## src/rtl/atrc_pkg.sv

```systemverilog
// Package with register map, field layout and mode codes for the auxiliary timer reload/capture block
package atrc_pkg;
   // Register byte offsets on the AXI4-Lite bus
   localparam logic [7:0] OFS_CORE_CTRL  = 8'h00;
   localparam logic [7:0] OFS_AUX_A_CTRL = 8'h04;
   localparam logic [7:0] OFS_AUX_B_CTRL = 8'h08;
   localparam logic [7:0] OFS_CORE_TIMER = 8'h0C;
   localparam logic [7:0] OFS_AUX_A      = 8'h10;
   localparam logic [7:0] OFS_AUX_B      = 8'h14;
   localparam logic [7:0] OFS_IRQ_CTRL   = 8'h18;
   // Aux control register fields
   localparam int AUX_SEL_LSB  = 0;
   localparam int AUX_MODE_LSB = 3;
   localparam int AUX_RUN_BIT  = 6;
   localparam int AUX_UD_BIT   = 7;
   // Core control register fields
   localparam int CORE_RUN_BIT = 0;
   localparam int CORE_UD_BIT  = 1;
   localparam int CORE_OE_BIT  = 2;
   localparam int CORE_TL_BIT  = 3;
   // Interrupt control register fields: flags then enables
   localparam int IRQ_FLAG_LSB = 0;
   localparam int IRQ_EN_LSB   = 4;
   localparam logic [15:0] TIMER_RESET = 16'h0000;
   localparam logic [15:0] TIMER_MAX   = 16'hFFFF;
   localparam logic [1:0]  RESP_OKAY   = 2'b00;
   localparam logic [1:0]  RESP_SLVERR = 2'b10;
   // Minimum pin level hold time in CPU clock cycles
   localparam int PIN_HOLD_CYCLES = 8;
   typedef enum logic [2:0] {
      ATRC_MODE_TIMER   = 3'b000,
      ATRC_MODE_COUNTER = 3'b001,
      ATRC_MODE_RELOAD  = 3'b100,
      ATRC_MODE_CAPTURE = 3'b101
   } atrc_mode_t;
endpackage

```

## src/rtl/atrc_aux.sv

```systemverilog
// One auxiliary timer: trigger decode, own counting and register storage
`timescale 1ns/1ps
module atrc_aux #(
   parameter int WIDTH = 16
) (
   input  wire logic             aclk,
   input  wire logic             aresetn,
   input  wire logic [2:0]       aux_mode_field,
   input  wire logic [2:0]       aux_input_select,
   input  wire logic             run_flag,
   input  wire logic             count_down,
   input  wire logic             pin_rise,
   input  wire logic             pin_fall,
   input  wire logic             tl_rise,
   input  wire logic             tl_fall,
   input  wire logic             tick,
   input  wire logic [WIDTH-1:0] core_value,
   input  wire logic             sw_write,
   input  wire logic [WIDTH-1:0] sw_data,
   output logic [WIDTH-1:0]      value,
   output logic                  reload_req,
   output logic                  event_set
);
   logic [WIDTH-1:0] next_value;
   logic             trig;
   logic             capt;
   logic             counting;
   logic             wrap;

   function automatic logic sel_edge(input logic [1:0] sel, input logic r, input logic f);
      sel_edge = (sel[0] & r) | (sel[1] & f);
   endfunction

   always_comb begin
      trig = aux_input_select[2] ? sel_edge(aux_input_select[1:0], tl_rise, tl_fall)
                                 : sel_edge(aux_input_select[1:0], pin_rise, pin_fall);
      capt = sel_edge(aux_input_select[1:0], pin_rise, pin_fall);
      // no count in reload or capture
      case (aux_mode_field)
         atrc_pkg::ATRC_MODE_TIMER:   counting = run_flag & tick;
         atrc_pkg::ATRC_MODE_COUNTER: counting = run_flag & trig;
         default:                     counting = 1'b0;
      endcase
      wrap = counting & (count_down ? (value == atrc_pkg::TIMER_RESET) : (value == atrc_pkg::TIMER_MAX));
      reload_req = (aux_mode_field == atrc_pkg::ATRC_MODE_RELOAD) & trig;
      next_value = value;
      if (sw_write) begin
         next_value = sw_data;
      end
      if (counting) begin
         next_value = count_down ? WIDTH'(value - 1'b1) : WIDTH'(value + 1'b1);
      end
      if ((aux_mode_field == atrc_pkg::ATRC_MODE_CAPTURE) && capt) begin
         next_value = core_value;
      end
      event_set = wrap | reload_req | ((aux_mode_field == atrc_pkg::ATRC_MODE_CAPTURE) & capt);
   end

   always_ff @(posedge aclk) begin
      if (!aresetn) begin
         value <= '0;
      end else begin
         value <= next_value;
      end
   end
endmodule

```

## src/rtl/atrc_edge.sv

```systemverilog
// Two-flop synchroniser and edge detector for one auxiliary input pin
`timescale 1ns/1ps
module atrc_edge (
   input  wire logic aclk,
   input  wire logic aresetn,
   input  wire logic pin,
   output logic      level,
   output logic      rise,
   output logic      fall
);
   logic sync1;
   logic sync2;
   logic prev;
   logic next_sync1;
   logic next_sync2;
   logic next_prev;

   always_comb begin
      next_sync1 = pin;
      next_sync2 = sync1;
      next_prev  = sync2;
   end

   always_ff @(posedge aclk) begin
      if (!aresetn) begin
         sync1 <= 1'b0;
         sync2 <= 1'b0;
         prev  <= 1'b0;
      end else begin
         sync1 <= next_sync1;
         sync2 <= next_sync2;
         prev  <= next_prev;
      end
   end

   assign level = prev;
   assign rise  = sync2 & ~prev;
   assign fall  = ~sync2 & prev;
endmodule

```

## src/rtl/atrc_top.sv

```systemverilog
// Core timer, toggle latch, two auxiliary timers with reload/capture, and AXI4-Lite registers
//
// Our own choices: register access over AXI4-Lite and the address map.
`timescale 1ns/1ps
// Overview of operation
// - Aux mode 100 makes it a reload source for the core timer.
// - Reload trigger picked by input select: pin edge or toggle latch edge.
// - Aux timer in reload mode never counts.
// - Reload copies aux value into core and sets aux flag.
// - Toggle-latch triggered reload also sets the core flag.
// - Software writes to toggle latch never trigger reloads or counts.
// - Both edges reload every wrap; one edge every second wrap.
// - Rising/falling split gives alternating reloads for PWM.
// - Same trigger on both: second aux timer wins.
// - Toggle pin driven when enable, port latch and direction all set.
// - Aux mode 101 captures core value on selected pin edge.
// - Capture uses two low select bits; top bit ignored.
// - Aux timer in capture mode never counts.
// - Capture sets aux flag together with storing the value.
// - Each timer sets its flag on FFFF/0000 wrap.
// - Set flag with enable raises that timer's vector request.
// - Select x00 none; 0xx pin edges; 1xx toggle latch edges.
// - Toggle latch inverts on each core wrap.
module atrc_top #(
   parameter int PRESCALE = 8
) (
   input  wire logic        aclk,
   input  wire logic        aresetn,
   input  wire logic [7:0]  s_axi_awaddr,
   input  wire logic        s_axi_awvalid,
   output logic             s_axi_awready,
   input  wire logic [31:0] s_axi_wdata,
   input  wire logic [3:0]  s_axi_wstrb,
   input  wire logic        s_axi_wvalid,
   output logic             s_axi_wready,
   output logic [1:0]       s_axi_bresp,
   output logic             s_axi_bvalid,
   input  wire logic        s_axi_bready,
   input  wire logic [7:0]  s_axi_araddr,
   input  wire logic        s_axi_arvalid,
   output logic             s_axi_arready,
   output logic [31:0]      s_axi_rdata,
   output logic [1:0]       s_axi_rresp,
   output logic             s_axi_rvalid,
   input  wire logic        s_axi_rready,
   input  wire logic        aux_a_input_pin,
   input  wire logic        aux_b_input_pin,
   input  wire logic        toggle_port_latch,
   input  wire logic        toggle_port_dir,
   output logic             core_toggle_pin,
   output logic             core_toggle_pin_oe_n,
   output logic             aux_a_vector,
   output logic             core_vector,
   output logic             aux_b_vector
);
   logic [7:0]  aux_a_ctrl;
   logic [7:0]  aux_b_ctrl;
   logic [3:0]  core_ctrl;
   logic [15:0] core_timer;
   logic [2:0]  irq_flag;
   logic [2:0]  irq_en;
   logic [15:0] prescale_cnt;
   logic [7:0]  next_aux_a_ctrl;
   logic [7:0]  next_aux_b_ctrl;
   logic [3:0]  next_core_ctrl;
   logic [15:0] next_core_timer;
   logic [2:0]  next_irq_flag;
   logic [2:0]  next_irq_en;
   logic [15:0] next_prescale_cnt;
   logic        tick;
   logic        core_wrap;
   logic        tl_rise;
   logic        tl_fall;
   logic        a_rise;
   logic        a_fall;
   logic        b_rise;
   logic        b_fall;
   logic [15:0] aux_a_value;
   logic [15:0] aux_b_value;
   logic        a_reload;
   logic        b_reload;
   logic        a_event;
   logic        b_event;
   logic        wr_fire;
   logic        rd_fire;
   logic        aw_held;
   logic        w_held;
   logic [7:0]  aw_addr;
   logic [31:0] w_data;
   logic [3:0]  w_strb;
   logic        next_aw_held;
   logic        next_w_held;
   logic [7:0]  next_aw_addr;
   logic [31:0] next_w_data;
   logic [3:0]  next_w_strb;
   logic        next_bvalid;
   logic [1:0]  next_bresp;
   logic        next_rvalid;
   logic [31:0] next_rdata;
   logic [1:0]  next_rresp;
   logic        wr_a;
   logic        wr_b;
   logic        wr_core;

   function automatic logic addr_ok(input logic [7:0] a);
      addr_ok = (a == atrc_pkg::OFS_CORE_CTRL) || (a == atrc_pkg::OFS_AUX_A_CTRL) ||
                (a == atrc_pkg::OFS_AUX_B_CTRL) || (a == atrc_pkg::OFS_CORE_TIMER) ||
                (a == atrc_pkg::OFS_AUX_A) || (a == atrc_pkg::OFS_AUX_B) ||
                (a == atrc_pkg::OFS_IRQ_CTRL);
   endfunction

   // Byte-lane merge of a write into a 32-bit image
   function automatic logic [31:0] merge(input logic [31:0] old, input logic [31:0] d, input logic [3:0] s);
      for (int i = 0; i < 4; i++) begin
         if (s[i]) begin
            old[i*8 +: 8] = d[i*8 +: 8];
         end
      end
      merge = old;
   endfunction

   atrc_edge u_edge_a (
      .aclk    (aclk),
      .aresetn (aresetn),
      .pin     (aux_a_input_pin),
      .level   (),
      .rise    (a_rise),
      .fall    (a_fall)
   );

   atrc_edge u_edge_b (
      .aclk    (aclk),
      .aresetn (aresetn),
      .pin     (aux_b_input_pin),
      .level   (),
      .rise    (b_rise),
      .fall    (b_fall)
   );

   atrc_aux u_aux_a (
      .aclk             (aclk),
      .aresetn          (aresetn),
      .aux_mode_field   (aux_a_ctrl[atrc_pkg::AUX_MODE_LSB +: 3]),
      .aux_input_select (aux_a_ctrl[atrc_pkg::AUX_SEL_LSB +: 3]),
      .run_flag         (aux_a_ctrl[atrc_pkg::AUX_RUN_BIT]),
      .count_down       (aux_a_ctrl[atrc_pkg::AUX_UD_BIT]),
      .pin_rise         (a_rise),
      .pin_fall         (a_fall),
      .tl_rise          (tl_rise),
      .tl_fall          (tl_fall),
      .tick             (tick),
      .core_value       (core_timer),
      .sw_write         (wr_a),
      .sw_data          (16'(merge({16'h0000, aux_a_value}, w_data, w_strb))),
      .value            (aux_a_value),
      .reload_req       (a_reload),
      .event_set        (a_event)
   );

   atrc_aux u_aux_b (
      .aclk             (aclk),
      .aresetn          (aresetn),
      .aux_mode_field   (aux_b_ctrl[atrc_pkg::AUX_MODE_LSB +: 3]),
      .aux_input_select (aux_b_ctrl[atrc_pkg::AUX_SEL_LSB +: 3]),
      .run_flag         (aux_b_ctrl[atrc_pkg::AUX_RUN_BIT]),
      .count_down       (aux_b_ctrl[atrc_pkg::AUX_UD_BIT]),
      .pin_rise         (b_rise),
      .pin_fall         (b_fall),
      .tl_rise          (tl_rise),
      .tl_fall          (tl_fall),
      .tick             (tick),
      .core_value       (core_timer),
      .sw_write         (wr_b),
      .sw_data          (16'(merge({16'h0000, aux_b_value}, w_data, w_strb))),
      .value            (aux_b_value),
      .reload_req       (b_reload),
      .event_set        (b_event)
   );

   // Timer logic
   always_comb begin
      tick = (prescale_cnt == 16'(PRESCALE - 1));
      next_prescale_cnt = tick ? 16'h0000 : 16'(prescale_cnt + 1'b1);
      // core wrap at the count limits
      core_wrap = core_ctrl[atrc_pkg::CORE_RUN_BIT] & tick &
                  (core_ctrl[atrc_pkg::CORE_UD_BIT] ? (core_timer == atrc_pkg::TIMER_RESET)
                                                   : (core_timer == atrc_pkg::TIMER_MAX));
      // only hardware wraps give latch edges
      tl_rise = core_wrap & ~core_ctrl[atrc_pkg::CORE_TL_BIT];
      tl_fall = core_wrap & core_ctrl[atrc_pkg::CORE_TL_BIT];
      wr_core = wr_fire && (aw_addr == atrc_pkg::OFS_CORE_TIMER);
      wr_a    = wr_fire && (aw_addr == atrc_pkg::OFS_AUX_A);
      wr_b    = wr_fire && (aw_addr == atrc_pkg::OFS_AUX_B);
      next_core_ctrl  = core_ctrl;
      next_aux_a_ctrl = aux_a_ctrl;
      next_aux_b_ctrl = aux_b_ctrl;
      next_irq_en     = irq_en;
      next_irq_flag   = irq_flag;
      next_core_timer = core_timer;
      if (wr_fire && (aw_addr == atrc_pkg::OFS_CORE_CTRL)) begin
         next_core_ctrl = 4'(merge(32'(core_ctrl), w_data, w_strb));
      end
      if (wr_fire && (aw_addr == atrc_pkg::OFS_AUX_A_CTRL)) begin
         next_aux_a_ctrl = 8'(merge(32'(aux_a_ctrl), w_data, w_strb));
      end
      if (wr_fire && (aw_addr == atrc_pkg::OFS_AUX_B_CTRL)) begin
         next_aux_b_ctrl = 8'(merge(32'(aux_b_ctrl), w_data, w_strb));
      end
      if (wr_fire && (aw_addr == atrc_pkg::OFS_IRQ_CTRL) && w_strb[0]) begin
         next_irq_flag = w_data[atrc_pkg::IRQ_FLAG_LSB +: 3];
         next_irq_en   = w_data[atrc_pkg::IRQ_EN_LSB +: 3];
      end
      if (wr_core) begin
         next_core_timer = 16'(merge({16'h0000, core_timer}, w_data, w_strb));
      end
      if (core_ctrl[atrc_pkg::CORE_RUN_BIT] && tick) begin
         next_core_timer = core_ctrl[atrc_pkg::CORE_UD_BIT] ? 16'(core_timer - 1'b1) : 16'(core_timer + 1'b1);
      end
      if (core_wrap) begin
         next_core_ctrl[atrc_pkg::CORE_TL_BIT] = ~core_ctrl[atrc_pkg::CORE_TL_BIT];
      end
      if (a_reload) begin
         next_core_timer = aux_a_value;
      end
      if (b_reload) begin
         next_core_timer = aux_b_value;
      end
      if (a_event) begin
         next_irq_flag[0] = 1'b1;
      end
      if (core_wrap) begin
         next_irq_flag[1] = 1'b1;
      end
      if (b_event) begin
         next_irq_flag[2] = 1'b1;
      end
   end

   always_ff @(posedge aclk) begin
      if (!aresetn) begin
         core_ctrl    <= '0;
         aux_a_ctrl   <= '0;
         aux_b_ctrl   <= '0;
         irq_en       <= '0;
         irq_flag     <= '0;
         core_timer   <= atrc_pkg::TIMER_RESET;
         prescale_cnt <= 16'h0000;
      end else begin
         core_ctrl    <= next_core_ctrl;
         aux_a_ctrl   <= next_aux_a_ctrl;
         aux_b_ctrl   <= next_aux_b_ctrl;
         irq_en       <= next_irq_en;
         irq_flag     <= next_irq_flag;
         core_timer   <= next_core_timer;
         prescale_cnt <= next_prescale_cnt;
      end
   end

   // toggle pin drive, enable active low
   assign core_toggle_pin      = core_ctrl[atrc_pkg::CORE_TL_BIT];
   assign core_toggle_pin_oe_n = ~(core_ctrl[atrc_pkg::CORE_OE_BIT] & toggle_port_latch & toggle_port_dir);
   assign aux_a_vector = irq_flag[0] & irq_en[0];
   assign core_vector  = irq_flag[1] & irq_en[1];
   assign aux_b_vector = irq_flag[2] & irq_en[2];

   // AXI4-Lite slave: address and data latched independently, response after both
   assign s_axi_awready = ~aw_held & ~s_axi_bvalid;
   assign s_axi_wready  = ~w_held & ~s_axi_bvalid;
   assign s_axi_arready = ~s_axi_rvalid;
   assign wr_fire = aw_held & w_held & ~s_axi_bvalid;
   assign rd_fire = s_axi_arvalid & s_axi_arready;

   always_comb begin
      next_aw_held = aw_held;
      next_w_held  = w_held;
      next_aw_addr = aw_addr;
      next_w_data  = w_data;
      next_w_strb  = w_strb;
      next_bvalid  = s_axi_bvalid;
      next_bresp   = s_axi_bresp;
      next_rvalid  = s_axi_rvalid;
      next_rdata   = s_axi_rdata;
      next_rresp   = s_axi_rresp;
      if (s_axi_awvalid && s_axi_awready) begin
         next_aw_held = 1'b1;
         next_aw_addr = s_axi_awaddr;
      end
      if (s_axi_wvalid && s_axi_wready) begin
         next_w_held = 1'b1;
         next_w_data = s_axi_wdata;
         next_w_strb = s_axi_wstrb;
      end
      if (wr_fire) begin
         next_aw_held = 1'b0;
         next_w_held  = 1'b0;
         next_bvalid  = 1'b1;
         next_bresp   = addr_ok(aw_addr) ? atrc_pkg::RESP_OKAY : atrc_pkg::RESP_SLVERR;
      end else if (s_axi_bvalid && s_axi_bready) begin
         next_bvalid = 1'b0;
      end
      if (rd_fire) begin
         next_rvalid = 1'b1;
         next_rresp  = addr_ok(s_axi_araddr) ? atrc_pkg::RESP_OKAY : atrc_pkg::RESP_SLVERR;
         case (s_axi_araddr)
            atrc_pkg::OFS_CORE_CTRL:  next_rdata = 32'(core_ctrl);
            atrc_pkg::OFS_AUX_A_CTRL: next_rdata = 32'(aux_a_ctrl);
            atrc_pkg::OFS_AUX_B_CTRL: next_rdata = 32'(aux_b_ctrl);
            atrc_pkg::OFS_CORE_TIMER: next_rdata = 32'(core_timer);
            atrc_pkg::OFS_AUX_A:      next_rdata = 32'(aux_a_value);
            atrc_pkg::OFS_AUX_B:      next_rdata = 32'(aux_b_value);
            atrc_pkg::OFS_IRQ_CTRL:   next_rdata = 32'({irq_en, 1'b0, irq_flag});
            default:                  next_rdata = 32'h0000_0000;
         endcase
      end else if (s_axi_rvalid && s_axi_rready) begin
         next_rvalid = 1'b0;
      end
   end

   always_ff @(posedge aclk) begin
      if (!aresetn) begin
         aw_held      <= 1'b0;
         w_held       <= 1'b0;
         aw_addr      <= 8'h00;
         w_data       <= 32'h0000_0000;
         w_strb       <= 4'h0;
         s_axi_bvalid <= 1'b0;
         s_axi_bresp  <= 2'b00;
         s_axi_rvalid <= 1'b0;
         s_axi_rdata  <= 32'h0000_0000;
         s_axi_rresp  <= 2'b00;
      end else begin
         aw_held      <= next_aw_held;
         w_held       <= next_w_held;
         aw_addr      <= next_aw_addr;
         w_data       <= next_w_data;
         w_strb       <= next_w_strb;
         s_axi_bvalid <= next_bvalid;
         s_axi_bresp  <= next_bresp;
         s_axi_rvalid <= next_rvalid;
         s_axi_rdata  <= next_rdata;
         s_axi_rresp  <= next_rresp;
      end
   end
endmodule
```

## config.mk

```make
export PLATFORM = sky130hd
export DESIGN_NAME = atrc_top
export DESIGN_NICKNAME = d
export VERILOG_FILES = /design/src/rtl/atrc_pkg.sv /design/src/rtl/atrc_aux.sv /design/src/rtl/atrc_edge.sv /design/src/rtl/atrc_top.sv
export SDC_FILE = /design/constraint.sdc
export NUM_CORES = 1
export LEC_CHECK = 0
export BUFFER_PORTS_ARGS = -buffer_cell sky130_fd_sc_hd__buf_2
export CORE_MARGIN = 2
export CORE_UTILIZATION = 36
export CTS_CLUSTER_SIZE = 16
export DETAILED_ROUTE_END_ITERATION = 10
export GPL_ROUTABILITY_DRIVEN = 0
export MAX_ROUTING_LAYER = met4
export PLACE_DENSITY = 0.65
export REMOVE_ABC_BUFFERS = 1
export SLEW_MARGIN = 30
export SYNTH_ARGS = -nofsm -noshare
export SYNTH_HDL_FRONTEND = slang
export SYNTH_SLANG_ARGS = --single-unit
```

## constraint.sdc

```tcl
create_clock -name aclk -period 4.1 [get_ports aclk]
set_clock_uncertainty 0.15 [all_clocks]
set_input_delay 1.23 -clock aclk [delete_from_list [all_inputs] [get_ports aclk]]
set_output_delay 1.23 -clock aclk [all_outputs]
set_load 0.05 [all_outputs]
```

Word-level counts from Yosys, hierarchy flattened

Cells that the tools add are included.

Register bits after elaboration: 162

Mux-type cells: 36
Reductions and logical operators: 62
Bitwise gates (word level): 55
Add/sub/neg operators: 7
Equal/unequal tests: 22

Operators by type and width:

| kind                  | number |
|---|---|
| $mux 16               | 13 |
| $pmux 16 s7           | 1 |
| $add 16x1->16 const B | 4 |
| $eq 16x16->1 const B  | 3 |
| $eq 8x5->1 const B    | 6 |
| $logic_not 16->1      | 3 |
| $sub 16x1->16 const B | 3 |
| $and 1x1->1           | 36 |
| $eq 8x4->1 const B    | 4 |
| $reduce_and 2->1      | 10 |
| $reduce_bool 3->1     | 6 |
| $eq 16x3->1 const B   | 1 |
| $eq 8x3->1 const B    | 2 |
| $logic_not 8->1       | 2 |
| $mux 8                | 2 |
| $logic_and 1x1->1     | 15 |
| $reduce_bool 2->1     | 7 |
| $mux 1                | 13 |
| $eq 3x3->1 const B    | 4 |
| $logic_or 1x1->1      | 12 |
| $reduce_bool 4->1     | 3 |
| $not 1->1             | 11 |
| $mux 4                | 2 |
| $or 1x1->1            | 8 |
| other kinds (6)       | 11 |

Depth between registers and ports, before layout

Depth after elaboration: 13
Gate-level depth with buffers: 11

Hierarchy

Synthesis repeated with hierarchy kept, for this count alone.

Cells, all modules: 1266
Area total of the unflattened synthesis: 10024.6 um^2

By module, submodules not included:

| module    | instances | seq. area each (um^2) | cells an instance | area an instance (um^2) |
|---|---|---|---|---|
| atrc_top  | 1         | 2122.0                | 850               | 6623.9 |
| atrc_aux  | 2         | 320.3                 | 200               | 1609.0 |
| atrc_edge | 2         | 60.1                  | 8                 | 91.3 |

Worst setup path before layout

No wires, ideal clock.

Path type: flip-flop to flip-flop
From: register aux_b_ctrl[7]
To: register u_aux_b.value[13]
Data arrival time: 2996 ps
Buffers on the path: 0
Data required time: 3827 ps
Clock period less this slack: 3269 ps
Library setup time: 123 ps
Stages on the path, launching flop included: 10
Path slack: 831 ps
Cell sequence: dfxtp_1 > ha_1 > a211o_1 > a2111oi_0 > o311ai_0 > o41ai_1 > o21ai_0 > xor2_1 > a221oi_1 > nor2_1

Word-level cells in the longest chain between the ends: 3

RTL lines:

| item                     | RTL line        | source |
|---|---|---|
| start: declaration       | atrc_top.sv:57  | `logic [7:0] aux_b_ctrl;` |
| start signal: assignment | atrc_top.sv:251 | `aux_b_ctrl <= next_aux_b_ctrl;` |
| $mux 16                  | atrc_aux.sv:51  | `next_value = count_down ? WIDTH'(value - 1'b1) : WIDTH'(value + 1'b1);` |
| $mux 16                  | atrc_aux.sv:50  | `if (counting) begin` |
| $mux 16                  | atrc_aux.sv:53  | `if ((aux_mode_field == atrc_pkg::ATRC_MODE_CAPTURE) && capt) begin` |
| end signal: assignment   | atrc_aux.sv:63  | `value <= next_value;` |
| end: declaration         | atrc_aux.sv:20  | `output logic [WIDTH-1:0] value,` |

Every way passes these cells.
A chain may end at the register's enable or synchronous reset.

Final worst setup path

Ends and elaborated chain as after synthesis.

==> flow_summary_export.csv <==
group,metric,value,unit
outcome,status,"completed",
floorplan,die_x,165,um
timing,finalHoldViolCount,0,
grt,grt_pass1_wl,46200,um
yosys,synth_top_family_by_area,"compound AO/OA/AOI/OAI gates",
route,avgViaCountPerCell,5.89,
timing,final_max_slew_viol_count,0,
route,route.met2.wl,12800,um
run,maxCapViolations,0,
power,power.share.clock,0.475,
place,place_area,9970,um^2
grt,grt_use_total,0.225,
grt,grt-ovfl-total,0,
timing,hold_ws,286,ps
yosys,avgSynthCellArea,7.95,um^2
clock_tree,cts_hold_buf,0,
place,dpl.cell_count,1537,
power,p_comb_frac,0.066,
route,drtAntennaViolNets,0,
cells_and_area,drive_gt1_frac,0.116,
floorplan,core_area,25300,um^2
route,vias,9235,
timing,finalSetupViolCount,0,
clock_tree,clockBufferDepth,2,
yosys,netlist_area,9300,um^2
yosys,yosys_warnings,0,
yosys,yosysTopAreaCellShare,0.310,
route,drtPass1Iterations,8,
clock_tree,postCtsSetupBuffers,0,
yosys,synth_largest_area_cell,"dfxtp_1",
worst_setup_path,path_max_fanout,15,
route,routed.top_layer,"met4",
floorplan,core.rowCount,58,
yosys,synthMuxAreaShare,0.0273,
timing,finalCriticalPeriod,3680,ps
floorplan,die_height,165,um
clock_tree,htreeDepth,4,
grt,antenna_found_initial,0,
yosys,synthAdderAreaFrac,0.0643,
cells_and_area,instances_no_fill,1568,
cells_and_area,antenna_cells,0,
yosys,synth_compound_area_frac,0.262,
worst_setup_path,critical_path_arrival,3840,ps
timing,rsz0062_at_grt,"false",
clock_tree,tritoncts,"built",
power,p_switching,845,uW
cells_and_area,layout_common_cells,"166 x nand2_1, 144 x dfxtp_1, 77 x o21ai_0",
clock_tree,cts_buffers,17,
timing,setup_tns,0,ps
route,met1_length,12600,um
route,met3_length,2580,um
yosys,syn-instance-count,1169,
timing,min_period_over_period,0.897,
timing,slew_headroom,0.407,
worst_setup_path,startpoint_type,"register",
worst_setup_path,end_kind,"register",
cells_and_area,syn2layout_area_growth,13.4,%
place,hpwlAfterDp,21600,um
yosys,synth_xor_area_frac,0.0481,
route,routedWlPerCell,18.6,um
grt,grt_max_degree,58,
yosys,synth_area_leaders,"dfxtp_1 31%, nand2_1 6.7%, ha_1 5.8%",
power,p_seq_frac,0.460,
route,remaining_drc_errors,0,
clock_tree,clk_pin_slew_worst_paths,60,ps
yosys,synthArstFlopShare,0,
power,total_power,3.20,mW
timing,tightestPinTransition,881,ps
floorplan,die_area,27100,um^2
floorplan,start_util,0.368,
clock_tree,insertion_delay,430,ps
place,portBuffers,72,
route,routed_wl,29200,um
yosys,synth_edf_count,0,
power,intPower,2.35,mW
timing,fmax,272,MHz
power,p_leak,4.28,nW
worst_setup_path,worstPathRequired,4270,ps
route,drtIter0Drc,1021,
power,switching_share,0.264,
clock_tree,cts.sinks,144,
clock_tree,root_buffer,"clkbuf_16",
yosys,ys_ff_latch,144,
yosys,ys.flop_type,"dfxtp_1",
yosys,synth_seq_area_share,0.310,
grt,first_global_vias,8496,
power,ir_drop,0.231,mV
floorplan,pin_count,109,
cells_and_area,fin_area,10500,um^2
yosys,synthSimpleGateAreaFrac,0.238,
yosys,synth.distinct_cells,71,
worst_setup_path,critPathKind,"register to register",
cells_and_area,final_common_cell,"nand2_1",
clock_tree,post_cts_resized,0,
hold_path,hold_path_class,"register to register",
power,pwr_density_cell,303,nW/um^2
cells_and_area,nets,1335,
-- power by group through the flow --
| stage | Combinational (mW) | Clock, mW | Sequential, mW |
|---|---|---|---|
| after global placement | 0.208 | 0 | 1.50 |
| after CTS | 0.211 | 1.54 | 1.47 |
| after global routing | 0.233 | 1.60 | 1.47 |
| after floorplan | 0.129 | 0 | 1.49 |
| after detailed placement | 0.211 | 0 | 1.50 |
| final | 0.210 | 1.52 | 1.47 |
-- synthesized netlist by cell type, types with 24 or more instances --
master,instances
a21boi_0,40
o211ai_1,24
dfxtp_1,144
xor2_1,28
nor2b_1,28
nor2_1,73
ha_1,43
and2_1,24
o21ai_0,77
a21oi_1,55
nand2_1,166
a22oi_1,35
clkbuf_1,48
a31oi_1,32
nand3_1,35
-- logic make-up after synthesis --
family / Yosys count
AND/OR/NAND/NOR: 448
AO/OA/AOI/OAI: 356
flip-flops: 144
buffers and inverters: 98
XOR/XNOR: 51
adder cells (fa/ha/maj): 46
multiplexers: 25
other: 1
-- worst paths after layout --
check / end / from / slack, ps / cells past startpoint
worst min-delay path: u_edge_b.next_prev / u_edge_b.next_sync2 / 290 / 1
worst max-delay path: u_aux_b.value[13] / aux_b_ctrl[7] / 420 / 10
worst max register to register: u_aux_b.value[13] / aux_b_ctrl[7] / 420 / 10
worst min register to register: u_edge_b.next_prev / u_edge_b.next_sync2 / 290 / 1
-- area by class of cell --
cell class              instances  area [um^2]
flip-flops and latches        144         2880
clock inverters                12          123
repair buffers                 97          563
well taps                     330          413
multi-input cells             944         6040
inverters                      22         82.6
clock buffers                  19          443
fillers                      2550        14700
-- flip-flops by register name (all words and copies together) (netlist names), 8 cells and up --
| signal | cells |
|---|---|
| aux_b_ctrl | 8 |
| aux_a_ctrl | 8 |
| s_axi_rdata | 16 |
| u_aux_a.value | 16 |
| prescale_cnt | 16 |
| aw_addr | 8 |
| core_timer | 16 |
| u_aux_b.value | 16 |
| w_data | 16 |
-- stage by stage --
stage                     setup slack [ps]  utilization
after floorplan                        331            -
after global placement                 529        0.395
after detailed placement               487        0.395
after CTS                              457        0.417
after global routing                  97.0        0.418
final                                  424        0.418
-- critical path, cell delays in order, from the launching register on --
cell and delay (ps):
dfxtp_1 460, buf_4 270, ha_1 280, o21a_1 130, a2111oi_0 620, o311ai_0 310
o41ai_1 480, o21ai_0 270, xor2_1 210, a221oi_1 300, nor2_1 70
-- per-layer routing --
layer,vias up,GRT usage
met5,-,-
met1,4323,0.289
met4,0,0.102
li1,4412,-
met2,413,0.335
met3,87,0.0527
Note: power is estimated with default switching activity, not from simulation.
